===== config.mk =====
export PLATFORM = sky130hd
export DESIGN_NAME = sfr_fast_read
export DESIGN_NICKNAME = d
export VERILOG_FILES = /design/src/sfr_pkg.sv /design/src/sfr_fast_read.sv
export SDC_FILE = /design/constraint.sdc
export NUM_CORES = 1
export LEC_CHECK = 0
export BUFFER_PORTS_ARGS = -buffer_cell sky130_fd_sc_hd__buf_2
export CAP_MARGIN = 10
export CORE_UTILIZATION = 60
export CTS_CLUSTER_SIZE = 40
export DETAILED_ROUTE_END_ITERATION = 8
export PLACE_DENSITY = 0.92
export SLEW_MARGIN = 15
export SYNTH_ARGS = -nofsm -noshare
export SYNTH_HDL_FRONTEND = slang
export SYNTH_SLANG_ARGS = --single-unit

===== constraint.sdc =====
create_clock -name pclk -period 8.49 [get_ports pclk]
set_input_delay 0.849 -clock pclk [delete_from_list [all_inputs] [get_ports pclk]]
set_output_delay 0.849 -clock pclk [all_outputs]
set_load 0.01 [all_outputs]

===== src/sfr_pkg.sv =====
// Constants, register map and state encoding for the fast read path.
// Assumes a 32-bit APB register bus and a byte-wide array read port.
package sfr_pkg;

    // Opcodes taken by this path
    localparam logic [7:0] OP_FAST_READ      = 8'h0b;
    localparam logic [7:0] OP_FAST_READ_WIDE = 8'h0c;
    localparam logic [7:0] OP_DUAL_IO        = 8'hbb;
    localparam logic [7:0] OP_DUAL_IO_WIDE   = 8'hbc;
    localparam logic [7:0] OP_QUAD_IO        = 8'heb;
    localparam logic [7:0] OP_UNIQUE_ID      = 8'h4b;
    localparam logic [7:0] OP_INFO_ROW       = 8'h68;

    // Phase lengths in serial clocks
    localparam logic [5:0] OPC_CLKS_SINGLE = 6'h08;
    localparam logic [5:0] OPC_CLKS_QUAD   = 6'h02;
    localparam logic [5:0] ADDR3_BITS      = 6'h18;
    localparam logic [5:0] ADDR4_BITS      = 6'h20;
    localparam logic [5:0] MODE_CLKS       = 6'h04;
    localparam logic [5:0] MODE_NIB_CLK    = 6'h01;
    localparam logic [3:0] MODE_CONT_NIB   = 4'ha;
    localparam logic [31:0] ADDR3_MASK     = 32'h00ffffff;

    // Lane shift: width on the data lines is 1 << shift
    localparam logic [1:0] LANE_SH_1 = 2'h0;
    localparam logic [1:0] LANE_SH_2 = 2'h1;
    localparam logic [1:0] LANE_SH_4 = 2'h2;
    localparam logic [3:0] OE_NONE   = 4'hf;
    localparam logic [3:0] OE_LANE1  = 4'hd;
    localparam logic [3:0] OE_LANE2  = 4'hc;
    localparam logic [3:0] OE_LANE4  = 4'h0;
    localparam logic [3:0] BYTE_BITS = 4'h8;

    // Register byte offsets
    localparam logic [11:0] REG_CTRL   = 12'h000;
    localparam logic [11:0] REG_DUMMY  = 12'h004;
    localparam logic [11:0] REG_STATUS = 12'h008;
    localparam logic [11:0] REG_ADDR   = 12'h00c;

    // Control fields
    localparam int CTRL_EXT_ADDR = 0;
    localparam int CTRL_QUAD_CMD = 1;
    localparam int CTRL_QE       = 2;
    localparam int CTRL_DTR      = 3;
    localparam int CTRL_HOLD_RST = 4;
    localparam int CTRL_WIP      = 5;
    localparam int CTRL_W        = 6;
    localparam logic [5:0] CTRL_RST = 6'h00;

    // Dummy count fields, four bits each
    localparam int DUMMY_SINGLE_LSB = 0;
    localparam int DUMMY_QUAD_LSB   = 4;
    localparam int DUMMY_DUAL_LSB   = 8;
    localparam logic [3:0] DUMMY_SINGLE_DEF = 4'h8;
    localparam logic [3:0] DUMMY_QUAD_DEF   = 4'h6;
    localparam logic [3:0] DUMMY_DUAL_DEF   = 4'h4;

    typedef enum logic [2:0] {
        SFR_IDLE    = 3'h0,
        SFR_CMD     = 3'h1,
        SFR_ADDR    = 3'h3,
        SFR_DUMMY   = 3'h2,
        SFR_DATA    = 3'h6,
        SFR_DISCARD = 3'h7
    } sfr_state_e;

endpackage


===== src/sfr_fast_read.sv =====
// Fast read command path of a serial NOR flash, device side.
// Assumes the serial pins come from another domain and are oversampled by
// pclk (at least 8 pclk per half serial clock), and that the array port
// returns its byte on the cycle after arr_req.
// Function
// RULE1: 0Bh address width follows flag; 0Ch four bytes
// RULE2: Single line inputs sampled rising; dummy default eight
// RULE3: Data shifted out on falling edges
// RULE4: Address increments per byte, wraps to zero
// RULE5: Chip select high ends read, returns idle
// RULE6: Reads while write busy are discarded
// RULE7: Four-line mode: 2/6/8 clocks, dummy six
// RULE8: Four-line data on all lanes, same rules
// RULE9: EBh, 4Bh, 68h use four-line framing
// RULE10: Hold pauses while clock low, state kept
// RULE11: During hold output floats, inputs ignored
// RULE12: Hold disabled by DTR, QE, reset pin
// RULE13: Dual I/O address two bits, MSB line 1
// RULE14: Dual I/O dummy default four clocks
// RULE15: Dual I/O data two bits per fall
// RULE16: Mode byte in first four dummy clocks
// RULE17: Nibble 1010 enters continuous read, else exits
// RULE18: Dummy count includes mode byte clocks
// RULE19: Leaving continuous read keeps line mode setting
// RULE20: Host gives enough dummy, floats low nibble
// RULE21: Wide address decodes bits 27 to 0
// RULE22: Early deselect abandons command without side effects
//
// The address map and the APB interface to the registers were left to the implementer.
`timescale 1ns/1ps

module sfr_fast_read
    import sfr_pkg::*;
#(
    parameter int ARRAY_AW = 28
)
(
    input  wire logic                pclk,     // System clock
    input  wire logic                presetn,  // Async reset, active low
    input  wire logic [11:0]         paddr,    // APB address
    input  wire logic                psel,     // APB select
    input  wire logic                penable,  // APB enable
    input  wire logic                pwrite,   // APB direction
    input  wire logic [31:0]         pwdata,   // APB write data
    output logic      [31:0]         prdata,   // APB read data
    output logic                     pready,   // APB ready
    output logic                     pslverr,  // APB error
    input  wire logic                cs_n,     // Chip select pin
    input  wire logic                sck,      // Serial clock pin
    input  wire logic [3:0]          io_in,    // Data lines in
    output logic      [3:0]          io_out,   // Data lines out
    output logic      [3:0]          io_oe_n,  // Data line enables
    output logic      [ARRAY_AW-1:0] arr_addr, // Array read address
    output logic                     arr_req,  // Array read strobe
    input  wire logic [7:0]          arr_data  // Array read byte
);

    // Registers
    logic [CTRL_W-1:0] ctrl;
    logic [3:0]        dum_single;
    logic [3:0]        dum_quad;
    logic [3:0]        dum_dual;

    // Synchronisers
    logic       cs_m, cs_s, cs_d;
    logic       sck_m, sck_s, sck_d;
    logic [3:0] io_m, io_s;

    // Engine
    sfr_state_e        state;
    sfr_state_e        next_state;
    logic [5:0]        cnt;
    logic [31:0]       sreg;
    logic [1:0]        lane_sh;
    logic              wide;
    logic              dual;
    logic              cont_mode;
    logic              pend_cont;
    logic              hold_act;
    logic [ARRAY_AW-1:0] addr;
    logic              req_d;
    logic [7:0]        nbyte;
    logic [7:0]        dout;
    logic [3:0]        dbits;
    logic              drv;

    wire logic four_line_command_mode     = ctrl[CTRL_QUAD_CMD];
    wire logic write_in_progress_flag     = ctrl[CTRL_WIP];
    wire logic ext     = ctrl[CTRL_EXT_ADDR];
    wire logic hold_ok = ~four_line_command_mode & ~ctrl[CTRL_QE] & ~ctrl[CTRL_DTR]
                         & ~ctrl[CTRL_HOLD_RST];            // RULE12

    // APB decode
    wire logic hit_ctrl   = (paddr == REG_CTRL);
    wire logic hit_dummy  = (paddr == REG_DUMMY);
    wire logic hit_status = (paddr == REG_STATUS);
    wire logic hit_addr   = (paddr == REG_ADDR);
    wire logic addr_hit   = hit_ctrl | hit_dummy | hit_status | hit_addr;
    wire logic setup      = psel & ~penable;
    wire logic wr_en      = psel & penable & pready & pwrite;
    wire logic [31:0] rd_mux =
        hit_ctrl   ? {26'h0, ctrl} :
        hit_dummy  ? {20'h0, dum_dual, dum_quad, dum_single} :
        hit_status ? {27'h0, hold_act, cont_mode, state} :
        hit_addr   ? 32'(addr) : 32'h0;

    always_ff @(posedge pclk or negedge presetn)
    begin
        if (!presetn)
        begin
            pready  <= 1'b0;
            pslverr <= 1'b0;
            prdata  <= 32'h0;
        end
        else
        begin
            pready  <= setup;
            pslverr <= setup & ~addr_hit;
            if (setup)
                prdata <= pwrite ? 32'h0 : rd_mux;
        end
    end

    always_ff @(posedge pclk or negedge presetn)
    begin
        if (!presetn)
        begin
            ctrl       <= CTRL_RST;
            dum_single <= DUMMY_SINGLE_DEF;                  // RULE2
            dum_quad   <= DUMMY_QUAD_DEF;                    // RULE7
            dum_dual   <= DUMMY_DUAL_DEF;                    // RULE14
        end
        else if (wr_en && hit_ctrl)
            ctrl <= pwdata[CTRL_W-1:0];
        else if (wr_en && hit_dummy)
        begin
            dum_single <= pwdata[DUMMY_SINGLE_LSB +: 4];
            dum_quad   <= pwdata[DUMMY_QUAD_LSB +: 4];
            dum_dual   <= pwdata[DUMMY_DUAL_LSB +: 4];
        end
    end

    // Pin synchronisers; logic reads the second stage, and the third stage only for cs and sck edge detection
    always_ff @(posedge pclk or negedge presetn)
    begin
        if (!presetn)
        begin
            {cs_m, cs_s, cs_d}    <= 3'h7;
            {sck_m, sck_s, sck_d} <= 3'h0;
            io_m                  <= 4'hf;
            io_s                  <= 4'hf;
        end
        else
        begin
            {cs_m, cs_s, cs_d}    <= {cs_n, cs_m, cs_s};
            {sck_m, sck_s, sck_d} <= {sck, sck_m, sck_s};
            io_m                  <= io_in;
            io_s                  <= io_m;
        end
    end

    // Hold is only sampled while the clock is low, so a clock edge racing
    // the hold pin cannot slip a bit in or out.
    always_ff @(posedge pclk or negedge presetn)
    begin
        if (!presetn)
            hold_act <= 1'b0;
        else if (cs_s || !hold_ok)
            hold_act <= 1'b0;                               // RULE12
        else if (!sck_s)
            hold_act <= ~io_s[3];                           // RULE10
    end

    // Serial events; edges are swallowed during hold
    wire logic act       = ~cs_s & ~hold_act;               // RULE11
    wire logic rise      = act & sck_s & ~sck_d;            // RULE2
    wire logic fall      = act & ~sck_s & sck_d;            // RULE3
    wire logic start     = ~cs_s & cs_d;
    wire logic data_fall = fall & (state == SFR_DATA);

    wire logic [31:0] shift_in =
        (lane_sh == LANE_SH_4) ? {sreg[27:0], io_s} :       // RULE7
        (lane_sh == LANE_SH_2) ? {sreg[29:0], io_s[1:0]} :  // RULE13
                                 {sreg[30:0], io_s[0]};

    // Opcode decode
    wire logic [7:0] opc    = shift_in[7:0];
    wire logic is_frd       = (opc == OP_FAST_READ);
    wire logic is_frd_w     = (opc == OP_FAST_READ_WIDE);
    wire logic is_dio       = (opc == OP_DUAL_IO);
    wire logic is_dio_w     = (opc == OP_DUAL_IO_WIDE);
    wire logic is_qio       = (opc == OP_QUAD_IO);
    wire logic is_id        = (opc == OP_UNIQUE_ID) | (opc == OP_INFO_ROW);
    wire logic op_ok        = four_line_command_mode ? (is_frd | is_frd_w | is_qio | is_id)
                                  : (is_frd | is_frd_w | is_dio | is_dio_w);
    wire logic op_dual      = ~four_line_command_mode & (is_dio | is_dio_w);
    // Id and info-row reads always take three address bytes
    wire logic op_wide      = is_frd_w | is_dio_w
                              | (ext & (is_frd | is_dio | is_qio)); // RULE1
    wire logic [1:0] op_lane = four_line_command_mode ? LANE_SH_4 :
                               op_dual ? LANE_SH_2 : LANE_SH_1;    // RULE9

    // Phase lengths
    wire logic [5:0] opc_len  = four_line_command_mode ? OPC_CLKS_QUAD : OPC_CLKS_SINGLE;
    wire logic [5:0] addr_len = (wide ? ADDR4_BITS : ADDR3_BITS) >> lane_sh;
    wire logic [5:0] dual_cfg = {2'h0, dum_dual};
    // Mode clocks are part of the dummy count, never fewer than them
    wire logic [5:0] dummy_len =
        dual ? ((dual_cfg < MODE_CLKS) ? MODE_CLKS : dual_cfg) : // RULE18
        four_line_command_mode  ? {2'h0, dum_quad} : {2'h0, dum_single};
    wire logic [5:0] cnt_inc  = cnt + 6'h01;

    wire logic cmd_last  = rise & (state == SFR_CMD) & (cnt_inc == opc_len);
    wire logic addr_last = rise & (state == SFR_ADDR) & (cnt_inc == addr_len);
    wire logic dum_last  = rise & (state == SFR_DUMMY)
                           & (cnt_inc == dummy_len);
    wire logic no_dummy  = (dummy_len == 6'h00);
    wire logic enter_data = (addr_last & no_dummy) | dum_last;
    wire logic mode_clk  = rise & dual & (state == SFR_DUMMY)
                           & (cnt == MODE_NIB_CLK);         // RULE16

    // Top address bits beyond the array are dropped
    wire logic [ARRAY_AW-1:0] addr_cap =
        ARRAY_AW'(wide ? shift_in : (shift_in & ADDR3_MASK)); // RULE21
    wire logic [ARRAY_AW-1:0] fetch_addr = addr_last ? addr_cap : addr;
    wire logic byte_load = data_fall & (dbits == 4'h0);
    wire logic [3:0] lane_w = 4'h1 << lane_sh;
    wire logic [7:0] src = (dbits == 4'h0) ? nbyte : dout;
    wire logic [3:0] next_io =
        (lane_sh == LANE_SH_4) ? src[7:4] :                 // RULE8
        (lane_sh == LANE_SH_2) ? {2'h0, src[7:6]} :         // RULE15
                                 {2'h0, src[7], 1'b0};
    wire logic [3:0] oe_pat =
        (lane_sh == LANE_SH_4) ? OE_LANE4 :
        (lane_sh == LANE_SH_2) ? OE_LANE2 : OE_LANE1;

    always_comb
    begin
        next_state = state;
        case (state)
            SFR_IDLE:
                if (start)
                    next_state = cont_mode ? (write_in_progress_flag ? SFR_DISCARD : SFR_ADDR)
                                           : SFR_CMD;
            SFR_CMD:
                if (cmd_last)
                    next_state = (write_in_progress_flag | ~op_ok) ? SFR_DISCARD   // RULE6
                                                : SFR_ADDR;
            SFR_ADDR:
                if (addr_last)
                    next_state = no_dummy ? SFR_DATA : SFR_DUMMY;
            SFR_DUMMY:
                if (dum_last)
                    next_state = SFR_DATA;
            SFR_DATA:    next_state = SFR_DATA;
            SFR_DISCARD: next_state = SFR_DISCARD;
            default:     next_state = SFR_IDLE;
        endcase
        if (cs_s)
            next_state = SFR_IDLE;                          // RULE5 RULE22
    end

    always_ff @(posedge pclk or negedge presetn)
    begin
        if (!presetn)
        begin
            state <= SFR_IDLE;
            cnt   <= 6'h00;
        end
        else
        begin
            state <= next_state;
            if (cs_s || start || cmd_last || addr_last || dum_last)
                cnt <= 6'h00;
            else if (rise)
                cnt <= cnt_inc;
        end
    end

    always_ff @(posedge pclk or negedge presetn)
    begin
        if (!presetn)
            sreg <= 32'h0;
        else if (start || cmd_last || addr_last)
            sreg <= 32'h0;
        else if (rise)
            sreg <= shift_in;
    end

    // Continuous read starts straight at the address on dual lanes and
    // leaves the single/four-line setting alone.
    always_ff @(posedge pclk or negedge presetn)
    begin
        if (!presetn)
        begin
            lane_sh <= LANE_SH_1;
            wide    <= 1'b0;
            dual    <= 1'b0;
        end
        else if (start && state == SFR_IDLE)
        begin
            lane_sh <= cont_mode ? LANE_SH_2 :
                       (four_line_command_mode ? LANE_SH_4 : LANE_SH_1);       // RULE19
            dual    <= cont_mode;
        end
        else if (cmd_last)
        begin
            lane_sh <= op_lane;
            wide    <= op_wide;                             // RULE1
            dual    <= op_dual;
        end
    end

    // Mode nibble is only committed once data starts, so an early
    // deselect leaves continuous read untouched.
    always_ff @(posedge pclk or negedge presetn)
    begin
        if (!presetn)
        begin
            pend_cont <= 1'b0;
            cont_mode <= 1'b0;
        end
        else
        begin
            if (mode_clk)
                pend_cont <= (shift_in[3:0] == MODE_CONT_NIB);
            if (enter_data && dual)
                cont_mode <= pend_cont;                     // RULE17 RULE22
        end
    end

    // Array fetch runs one byte ahead of the shifter
    always_ff @(posedge pclk or negedge presetn)
    begin
        if (!presetn)
        begin
            addr     <= '0;
            arr_addr <= '0;
            arr_req  <= 1'b0;
            req_d    <= 1'b0;
            nbyte    <= 8'h00;
        end
        else
        begin
            req_d   <= arr_req;
            arr_req <= enter_data | byte_load;
            if (addr_last)
                addr <= addr_cap;
            if (enter_data || byte_load)
            begin
                arr_addr <= fetch_addr;
                addr     <= fetch_addr + 1'b1;              // RULE4
            end
            if (req_d)
                nbyte <= arr_data;
        end
    end

    always_ff @(posedge pclk or negedge presetn)
    begin
        if (!presetn)
        begin
            dout   <= 8'h00;
            dbits  <= 4'h0;
            drv    <= 1'b0;
            io_out <= 4'h0;
        end
        else if (cs_s || start || enter_data)
        begin
            dbits <= 4'h0;
            drv   <= 1'b0;
        end
        else if (data_fall)
        begin
            drv    <= 1'b1;
            dout   <= src << lane_w;
            dbits  <= (dbits == 4'h0) ? BYTE_BITS - lane_w
                                      : dbits - lane_w;
            io_out <= next_io;                              // RULE3
        end
    end

    always_ff @(posedge pclk or negedge presetn)
    begin
        if (!presetn)
            io_oe_n <= OE_NONE;
        else if (cs_s || hold_act || !(drv || data_fall))
            io_oe_n <= OE_NONE;                             // RULE5 RULE11
        else
            io_oe_n <= oe_pat;
    end
endmodule


-- Yosys cells after proc, flatten, opt, wreduce, memory -nomap -nowiden
Cells that the tools add are included.
- flip-flop bits (word level): 196
- output and inout bits: 71
- logic and storage cells: 210
- bits of input ports: 63
- bitwise operators: 60
- order comparisons: 1
- shifts and indexed selects: 3
- reductions and logical operators: 30
- equality and inequality tests: 27
- add/sub/neg operators: 4
- mux-type cells: 51
- operators by type and width (kind ; count):
    $mux W28 ; 10
    $mux W27 ; 2
    $mux W4 ; 10
    $add A28 B1 Y28 const B ; 1
    $and A1 B1 Y1 ; 28
    $mux W3 ; 9
    $eq A12 B4 Y1 const B ; 2
    $eq A8 B8 Y1 const B ; 3
    $mux W6 ; 3
    $pmux W3 S6 ; 1
    $or A1 B1 Y1 ; 17
    $eq A8 B4 Y1 const B ; 2
    $eq A8 B7 Y1 const B ; 2
    $not A1 Y1 ; 15
    $eq A12 B3 Y1 const B ; 1
    $eq A6 B4 Y1 ; 2
    $logic_not A12 Y1 ; 1
    $logic_or A1 B1 Y1 ; 12
    $ne A3 B3 Y1 const B ; 4
    $mux W1 ; 10
    $mux W2 ; 5
    $mux W8 ; 1
    $reduce_bool A2 Y1 ; 4
    $shl A8 B4 Y8 ; 1
    22 further kinds ; 30

-- Depth between registers and ports, before layout
Gate-level depths: netlist of run 1.
- depth after elaboration: 14
- gate-level depth with buffers: 21
- mapped depth without buffers: 18

-- Worst setup path after synthesis of run 1
OpenSTA, ideal clock, no wires.
- kind: register to register
- start: register wide
- end: register addr[14]
- data arrival time: 3.923 ns
- clock period less this slack: 4.002 ns
- library setup time: 0.079 ns
- path slack: 4.488 ns
- stages on the path, launching flop included: 22
- required time: 8.411 ns
- buffers on the path: 3
- cell sequence: dfrtp_1 > clkbuf_1 > inv_1 > ha_1 > and2_1 > a211oi_1 > or4_4 > nor3_2 > o21ai_2 > clkbuf_1 > nor2_1 > a21oi_1 > inv_1 > ha_1 > clkbuf_1 > nand2_1 > nor2_1 > nand2_1 > o31ai_2 > nand4_1 > xor2_1 > mux2i_1
- elaborated cells between the ends (all ways): 10
- classes of those cells: add/sub: 1; eq/ne: 1; shift: 1; mux: 3; bitwise: 3; reduce/logical: 1
- RTL lines (what ; RTL line ; text):
    start, declared ; sfr_fast_read.sv:75 ; logic wide;
    start signal, assigned ; sfr_fast_read.sv:309 ; wide <= op_wide;
    $mux W6 ; sfr_fast_read.sv:205 ; wire logic [5:0] addr_len = (wide ? ADDR4_BITS : ADDR3_BITS) >> lane_sh;
    $shr A6 B2 Y6 ; sfr_fast_read.sv:205 ;
    $eq A6 B6 Y1 ; sfr_fast_read.sv:214 ; wire logic addr_last = rise & (state == SFR_ADDR) & (cnt_inc == addr_len);
    $and A1 B1 Y1 ; sfr_fast_read.sv:214 ;
    $mux W28 ; - ;
    net fetch_addr[1] ; sfr_fast_read.sv:225 ; wire logic [ARRAY_AW-1:0] fetch_addr = addr_last ? addr_cap : addr;
    $add A28 B1 Y28 ; sfr_fast_read.sv:352 ; addr <= fetch_addr + 1'b1;
    $mux W28 ; sfr_fast_read.sv:349 ; if (enter_data || byte_load)
    end signal, assigned ; sfr_fast_read.sv:348 ; addr <= addr_cap;
    end signal, assigned ; sfr_fast_read.sv:352 ;
    end, declared ; sfr_fast_read.sv:80 ; logic [ARRAY_AW-1:0] addr;
The timed path passes the listed nets, and every way through them passes these cells.
A chain may end at the register's enable or synchronous reset.

-- Worst setup path in the final report of run 1
- start: register hold_act
- end: register addr[20]
- elaborated cells between the ends (all ways): 18
- classes of those cells: add/sub: 1; mux: 2; bitwise: 14; reduce/logical: 1
- RTL lines (what ; RTL line ; text):
    start, declared ; sfr_fast_read.sv:79 ; logic hold_act;
    start signal, assigned ; sfr_fast_read.sv:171 ; hold_act <= ~io_s[3];
    $not A1 Y1 ; sfr_fast_read.sv:175 ; wire logic act = ~cs_s & ~hold_act;
    $and A1 B1 Y1 ; sfr_fast_read.sv:175 ;
    $and A1 B1 Y1 (2 in a row) ; sfr_fast_read.sv:176 ; wire logic rise = act & sck_s & ~sck_d;
    $and A1 B1 Y1 (2 in a row) ; sfr_fast_read.sv:214 ;
    $mux W28 ; - ;
    net fetch_addr[1] ; sfr_fast_read.sv:225 ;
    $add A28 B1 Y28 ; sfr_fast_read.sv:352 ;
    $mux W28 ; sfr_fast_read.sv:349 ;
The timed path passes the listed nets, and every way through them passes these cells.

==> results.toml, run 1 <==
[power]
leakage_nw = 5.43
ir_worst_vdd_v = 0.000145
power.density_nw_per_um2 = 156
power_mw = 1.80

[setup_path]
crit_path_top_delay_cell = "or4_4"
critical_path_depth = 17
path_max_fanout = 69
cp-start-kind = "flop"
critical_path_class = "flop to flop"
cp.arrival_ns = 5.33
reg2reg_depth = 17
critPathTopFamily = "simple AND/OR/NAND/NOR gates"
critPathMaxStageDelay_ns = 0.60
critical_path.startpoint = "hold_act"
reg2reg_from = "hold_act"
required_ns = 8.78
cp-end-kind = "flop"
path_cells = "or4b_1 > buf_4 > or4_4 > nor3_2 > o21ai_4 > buf_4 > nor2_1 > a21oi_1 > inv_1 > ha_1 > nand2_1 > nor2_1 > nand2_1 > o31ai_2 > nand4_1 > xnor2_1 > mux2i_1"
worst-path-buf-inv = 3

[sta]
skew_ns = 0.00699
hold_viol_final = 0
slew_headroom_pct = 27.0
max_freq_ghz = 0.198
period_needed_ns = 5.04
period_share_pct = 59.3
drv_slew = 0
setup_tns_ns = 0
rsz0062_at_grt = "false"
worst_pin_slew_ns = 1.09
setup_viol = 0
whs_ns = 0.356

[cts]
cts_tree = "yes"
cts_made_buffers = 17
cts.path.max_buffers = 2
htreeDepth = 4
cts.sinks = 190
cts_hold_buf = 0
cts-root-buf = "clkbuf_16"
worstSkewPairLatency_ns = 0.44
cts.repair.resized = 0
path_clk_slew_ns = 0.07
cts_setup_buffers = 0

[layout]
diodes = 0
nNetsFinal = 1211
drive_above_1_share_pct = 20.2
area_growth_pct = 11.6

[floorplan]
die_area_sq_um = 17800
io_pins = 134
die_w_microns = 133
core_sq_um = 16700
rows = 47
die_h_microns = 133
initial_core_util_pct = 62.0

[synthesis]
synth_area_leaders = "dfrtp_1 (42%), mux2i_1 (8.6%), nand2_1 (5.4%), dfstp_2 (4.6%), mux2_2 (4.6%)"
synth-async-reset-ratio_pct = 100
ys_seq_area_share_pct = 46.1
syn_inst = 1062
yosys.area_share.adder_pct = 1.64
synth_common_cells = "dfrtp_1 (172), nand2_1 (150), mux2i_1 (89)"
ys_ff_latch = 190
syn_area_per_cell_sq_um = 9.75
synth-edff-count = 0
synth_xor_area_share_pct = 4.57
yosysUniqueCellTypes = 68
yosysWarnings = 0
synth_top_area_cell = "dfrtp_1"
synth_top_family_by_area = "simple AND/OR/NAND/NOR gates"
yosysMostFrequentCell = "dfrtp_1"
synth_compound_area_share_pct = 12.3
synth_top_area_share_pct = 41.6
synth_top_flop_cell = "dfrtp_1"
yosys.area_share.simple_pct = 16.9
yosys-mux-area-fraction_pct = 14.5
syn-cell-area_sq_um = 10400

[run_status]
status = "completed"

[detailed_routing]
vias_per_cell = 6.51
drc = 0
wl_per_cell_microns = 19.9
via_count = 8899
dr.first_iter.drc_count = 1217
ant_nets = 0
wl_met2_mm = 12.6
wl_met3_mm = 2.53
top_layer = "met4"
drt-met1-wl_mm = 11.0
routed_wl_mm = 27.2
dr.pass1.iters = 8

[global_route]
grt_pass1_vias = 8586
grt_max_degree = 114
gr-usage-all-layers_pct = 31.8
grt_pass1_wl_mm = 44.3
antenna_found_initial = 0
grt_remaining_overflow = 0

[hold_path]
hp-class = "flop to flop"
min_from = "sck_m"
min_path_cells = 0

[place]
dp_hpwl_mm = 18.3
routabilityCongestion = 0.927
portBuffers = 109

[job]
maxCapViolations = 0
stage by stage:
stage	util (%)	instance area [sq um]	setup WS, ns	std cells
4_1_cts	69.2	11600	3.58	1368
3_5_place_dp	65.7	11000	3.74	1336
2_1_floorplan	-	10400	4.49	1065
3_3_place_gp	65.7	11000	3.84	1336
5_1_grt	69.2	11600	3.16	1368
6_report	69.2	11600	3.45	1368
worst reg2reg max path: stages (launching register included):
cell     delay, ns
dfrtp_1       0.50
or4b_1        0.57
buf_4         0.28
or4_4         0.60
nor3_2        0.23
o21ai_4       0.07
buf_4         0.40
nor2_1        0.25
a21oi_1       0.07
inv_1         0.14
ha_1          0.41
nand2_1       0.09
nor2_1        0.15
nand2_1       0.10
o31ai_2       0.47
nand4_1       0.23
xnor2_1       0.22
mux2i_1       0.10
cell type report:
| cell class | instances | area [sq um] |
|---|---|---|
| flip-flops and latches | 190 | 4780 |
| multi-input cells | 785 | 5230 |
| clock buffers | 18 | 429 |
| repair buffers | 117 | 614 |
| inverters | 24 | 90.1 |
| clock inverters | 14 | 148 |
| fillers | 1136 | 5140 |
| well taps | 220 | 275 |
power breakdown:
part	internal [mW]	leakage (nW)	total (mW)	switching, mW
registers	0.919	2.58	0.932	0.0126
clock network	0.415	0.273	0.788	0.373
logic	0.0262	2.58	0.0814	0.0551
cells by family after synthesis:
kind of cell             Yosys count
multiplexers                     138
other                              1
AO/OA/AOI/OAI                    205
AND/OR/NAND/NOR                  371
buffers and inverters             90
XOR/XNOR                          54
flip-flops                       190
adder cells (fa/ha/maj)           13
cells in the final DEF, fill, tap and decap left out, drive strengths merged, types with 13 or more instances in the layout:
cell type  synthesis  layout
clkbuf            41      19
a21oi             69      69
mux2i             91      91
nand4             20      20
nor2              80      80
nand2            150     150
nor3              20      20
dfrtp            172     172
xor2              34      34
xnor2             20      20
mux2              42      42
and3              13      13
inv               23      30
a22o              22      22
dfstp             18      18
buf               25     116
o21ai             63      63
nand3             34      34
state kept, by name (all words and copies together), names as in the netlist, 6 cells and up:
register,count
addr,28
arr_addr,28
prdata,28
sreg,27
dout,8
nbyte,8
cnt,6
ctrl,6
routing by layer:
layer	track usage, %	vias up
met5	0	-
met4	15.3	0
met3	5.71	92
met2	49.7	597
met1	43.0	4299
li1	-	3911
path summary, 6_finish.rpt:
path                             to  slack, ns
max in group asynchronous  addr[12]       6.47
hold reg to reg               sck_s       0.36
setup / recovery           addr[20]       3.45
hold / removal                sck_s       0.36
min in group asynchronous  nbyte[2]       0.53
setup reg to reg           addr[20]       3.45
Note: power is estimated with default switching activity, not from simulation.
==> run 2, diff against run 1 <==
--- a/config.mk
+++ b/config.mk
@@ -7,10 +7,10 @@
 export LEC_CHECK = 0
 export BUFFER_PORTS_ARGS = -buffer_cell sky130_fd_sc_hd__buf_2
 export CAP_MARGIN = 10
-export CORE_UTILIZATION = 60
+export CORE_UTILIZATION = 53
 export CTS_CLUSTER_SIZE = 40
 export DETAILED_ROUTE_END_ITERATION = 8
-export PLACE_DENSITY = 0.92
+export PLACE_DENSITY = 0.87
 export SLEW_MARGIN = 15
 export SYNTH_ARGS = -nofsm -noshare
 export SYNTH_HDL_FRONTEND = slang
==> constraint.sdc (replaced) <==
create_clock -name pclk -period 4.2 [get_ports pclk]
set_input_delay 0.42 -clock pclk [delete_from_list [all_inputs] [get_ports pclk]]
set_output_delay 0.42 -clock pclk [all_outputs]
set_load 0.01 [all_outputs]
==> run 2 against run 1 <==
First-iteration DRC count shrank 30%. Fmax grew 28%. Routed wire length shrank 1.9%. Largest power group unchanged. Worst setup slack lost 3.2 ns. Clock power grew 110%. Sequential power grew 100%. Via count shrank 1.8%. Combinational power grew 110%. Critical path depth shrank 1. Sequential share of layout area shrank 1.3 points.
==> results.toml, run 2 (synthesized netlist as in run 1, its figures left out) <==
[cts]
cts-root-buf = "clkbuf_16"
cts_tree = "yes"
cts.path.max_buffers = 2
cts_setup_buffers = 0
cts.sinks = 190
cts_made_buffers = 17
htreeDepth = 4
worstSkewPairLatency_ns = 0.45
path_clk_slew_ns = 0.08

[layout]
nNetsFinal = 1244
drive_above_1_share_pct = 22.6
layout_common_cells = "dfrtp_1 (172), nand2_1 (150), buf_2 (108)"
diodes = 0
top_regs = "addr (28), arr_addr (28), prdata (28)"
seqCellArea_sq_um = 4780
area_growth_pct = 15.3
multi_input_area_sq_um = 5240
mostFrequentLayoutCell = "dfrtp_1"
num-fill-cells = 1413

[sta]
worst_slack_ns = 0.272
max_freq_ghz = 0.255
skew_ns = 0.0125
slew_headroom_pct = 28.4
period_needed_ns = 3.93
worst_pin_slew_ns = 1.07
setup_viol = 0
whs_ns = 0.0639
setup_tns_ns = 0
hold_viol_final = 0
drv_slew = 0
rsz0062_at_grt = "false"
period_share_pct = 93.5

[detailed_routing]
ant_nets = 0
drc = 0
wl_per_cell_microns = 18.5
vias_per_cell = 6.07
via_count = 8742
dr.pass1.iters = 5
routed_wl_mm = 26.7
dr.first_iter.drc_count = 847

[power]
comb_power_share_pct = 4.6
power_switching_uw = 921
pwr-share-clk_pct = 44.3
share_seq_of_total_power_pct = 51.0
power.density_nw_per_um2 = 309
intPower_mw = 2.77
p_sw_share_pct = 25.0
leakage_nw = 5.64
ir_worst_vdd_v = 0.000181

[setup_path]
critPathTopFamily = "simple AND/OR/NAND/NOR gates"
critical_path_depth = 16
path_max_fanout = 9
cp.arrival_ns = 4.30
crit_path_top_delay_cell = "or4_4"
reg2reg_depth = 16
path_cells = "ha_1 > xnor2_1 > a211oi_1 > or4_4 > nor3_2 > o21ai_4 > nor2_1 > a21oi_1 > inv_1 > ha_1 > nand4_1 > or3_1 > mux2i_2 > nand3_1 > xor2_1 > mux2i_1"
worst-path-buf-inv = 1
critPathMaxStageDelay_ns = 0.54
required_ns = 4.57
crit_path_frequent_cell = "ha_1"
cp-start-kind = "flop"
critical_path_class = "flop to flop"
cp-end-kind = "flop"
r2r_slack_ns = 0.27

[floorplan]
die_h_microns = 142
io_pins = 134
rows = 50
core_sq_um = 19000
die_w_microns = 142
initial_core_util_pct = 54.6
die_area_sq_um = 20100

[place]
dp_hpwl_mm = 18.9
pre_cts_slack_ns = 0.294
portBuffers = 109
routabilityCongestion = 0.930

[global_route]
grt_remaining_overflow = 0
gr-usage-all-layers_pct = 27.9
grt_max_degree = 127
grt_pass1_vias = 8532
grt_pass1_wl_mm = 43.8
antenna_found_initial = 0

[hold_path]
hp-class = "input pin to flop"
min_path_cells = 1

[job]
maxCapViolations = 0

[run_status]
status = "completed"
## run 2: cell types whose count changed in the layout (fill, tap and decap cells not counted), sizes merged
cell / delta
buf: +33
clkbuf: -1
clkinv: +4
clkinvlp: -3
## run 2: metal layers
metal | track usage [%] | routed length, microns | up-vias
met1 | 37.0 | 11000 | 4236
met3 | 5.20 | 2130 | 75
li1 | - | - | 3960
met5 | 0 | 0 | -
met2 | 44.8 | 12700 | 471
met4 | 12.0 | 882 | 0
## run 2: timing repair
item / CTS / global route
gates resized for setup: 0 / 4
setup endpoints to repair: 0 / 4
hold buffers: 0 / 0
## run 2: worst paths after layout
path | from | end
worst max-delay path | cnt[0] | addr[22]
worst min-delay path | io_in[2] | io_m[2]
worst max register to register | cnt[0] | addr[22]
worst min register to register | io_m[3] | io_s[3]
max in group asynchronous | presetn | io_m[3]
min in group asynchronous | presetn | io_out[0]
## run 2: power by group through the flow
stage               registers [mW]  logic, mW  clock network [mW]
CTS                           1.88      0.173                1.65
global placement              1.91      0.165                   0
finish                        1.88      0.171                1.63
detailed placement            1.92      0.172                   0
global route                  1.88      0.191                1.72
floorplan                     1.91     0.0786                   0
## run 2: stage by stage
stage          std cells  instance area, sq um  util, %  power, mW
2_1_floorplan       1065                 10400        -       1.99
3_3_place_gp        1409                 11300     59.7       2.08
3_5_place_dp        1409                 11300     59.7       2.09
4_1_cts             1441                 11900     62.8       3.70
5_1_grt             1441                 11900     63.0       3.80
6_report            1441                 11900     63.0       3.69
## run 2: cell type report
cell class                 instances  area share [%]
clock buffer                      17            3.56
clock inverter                    15            1.45
inverter                          24           0.755
multi-input combinational        785            43.9
sequential                       190            40.0
tap                              260            2.73
timing repair buffer             150            7.57
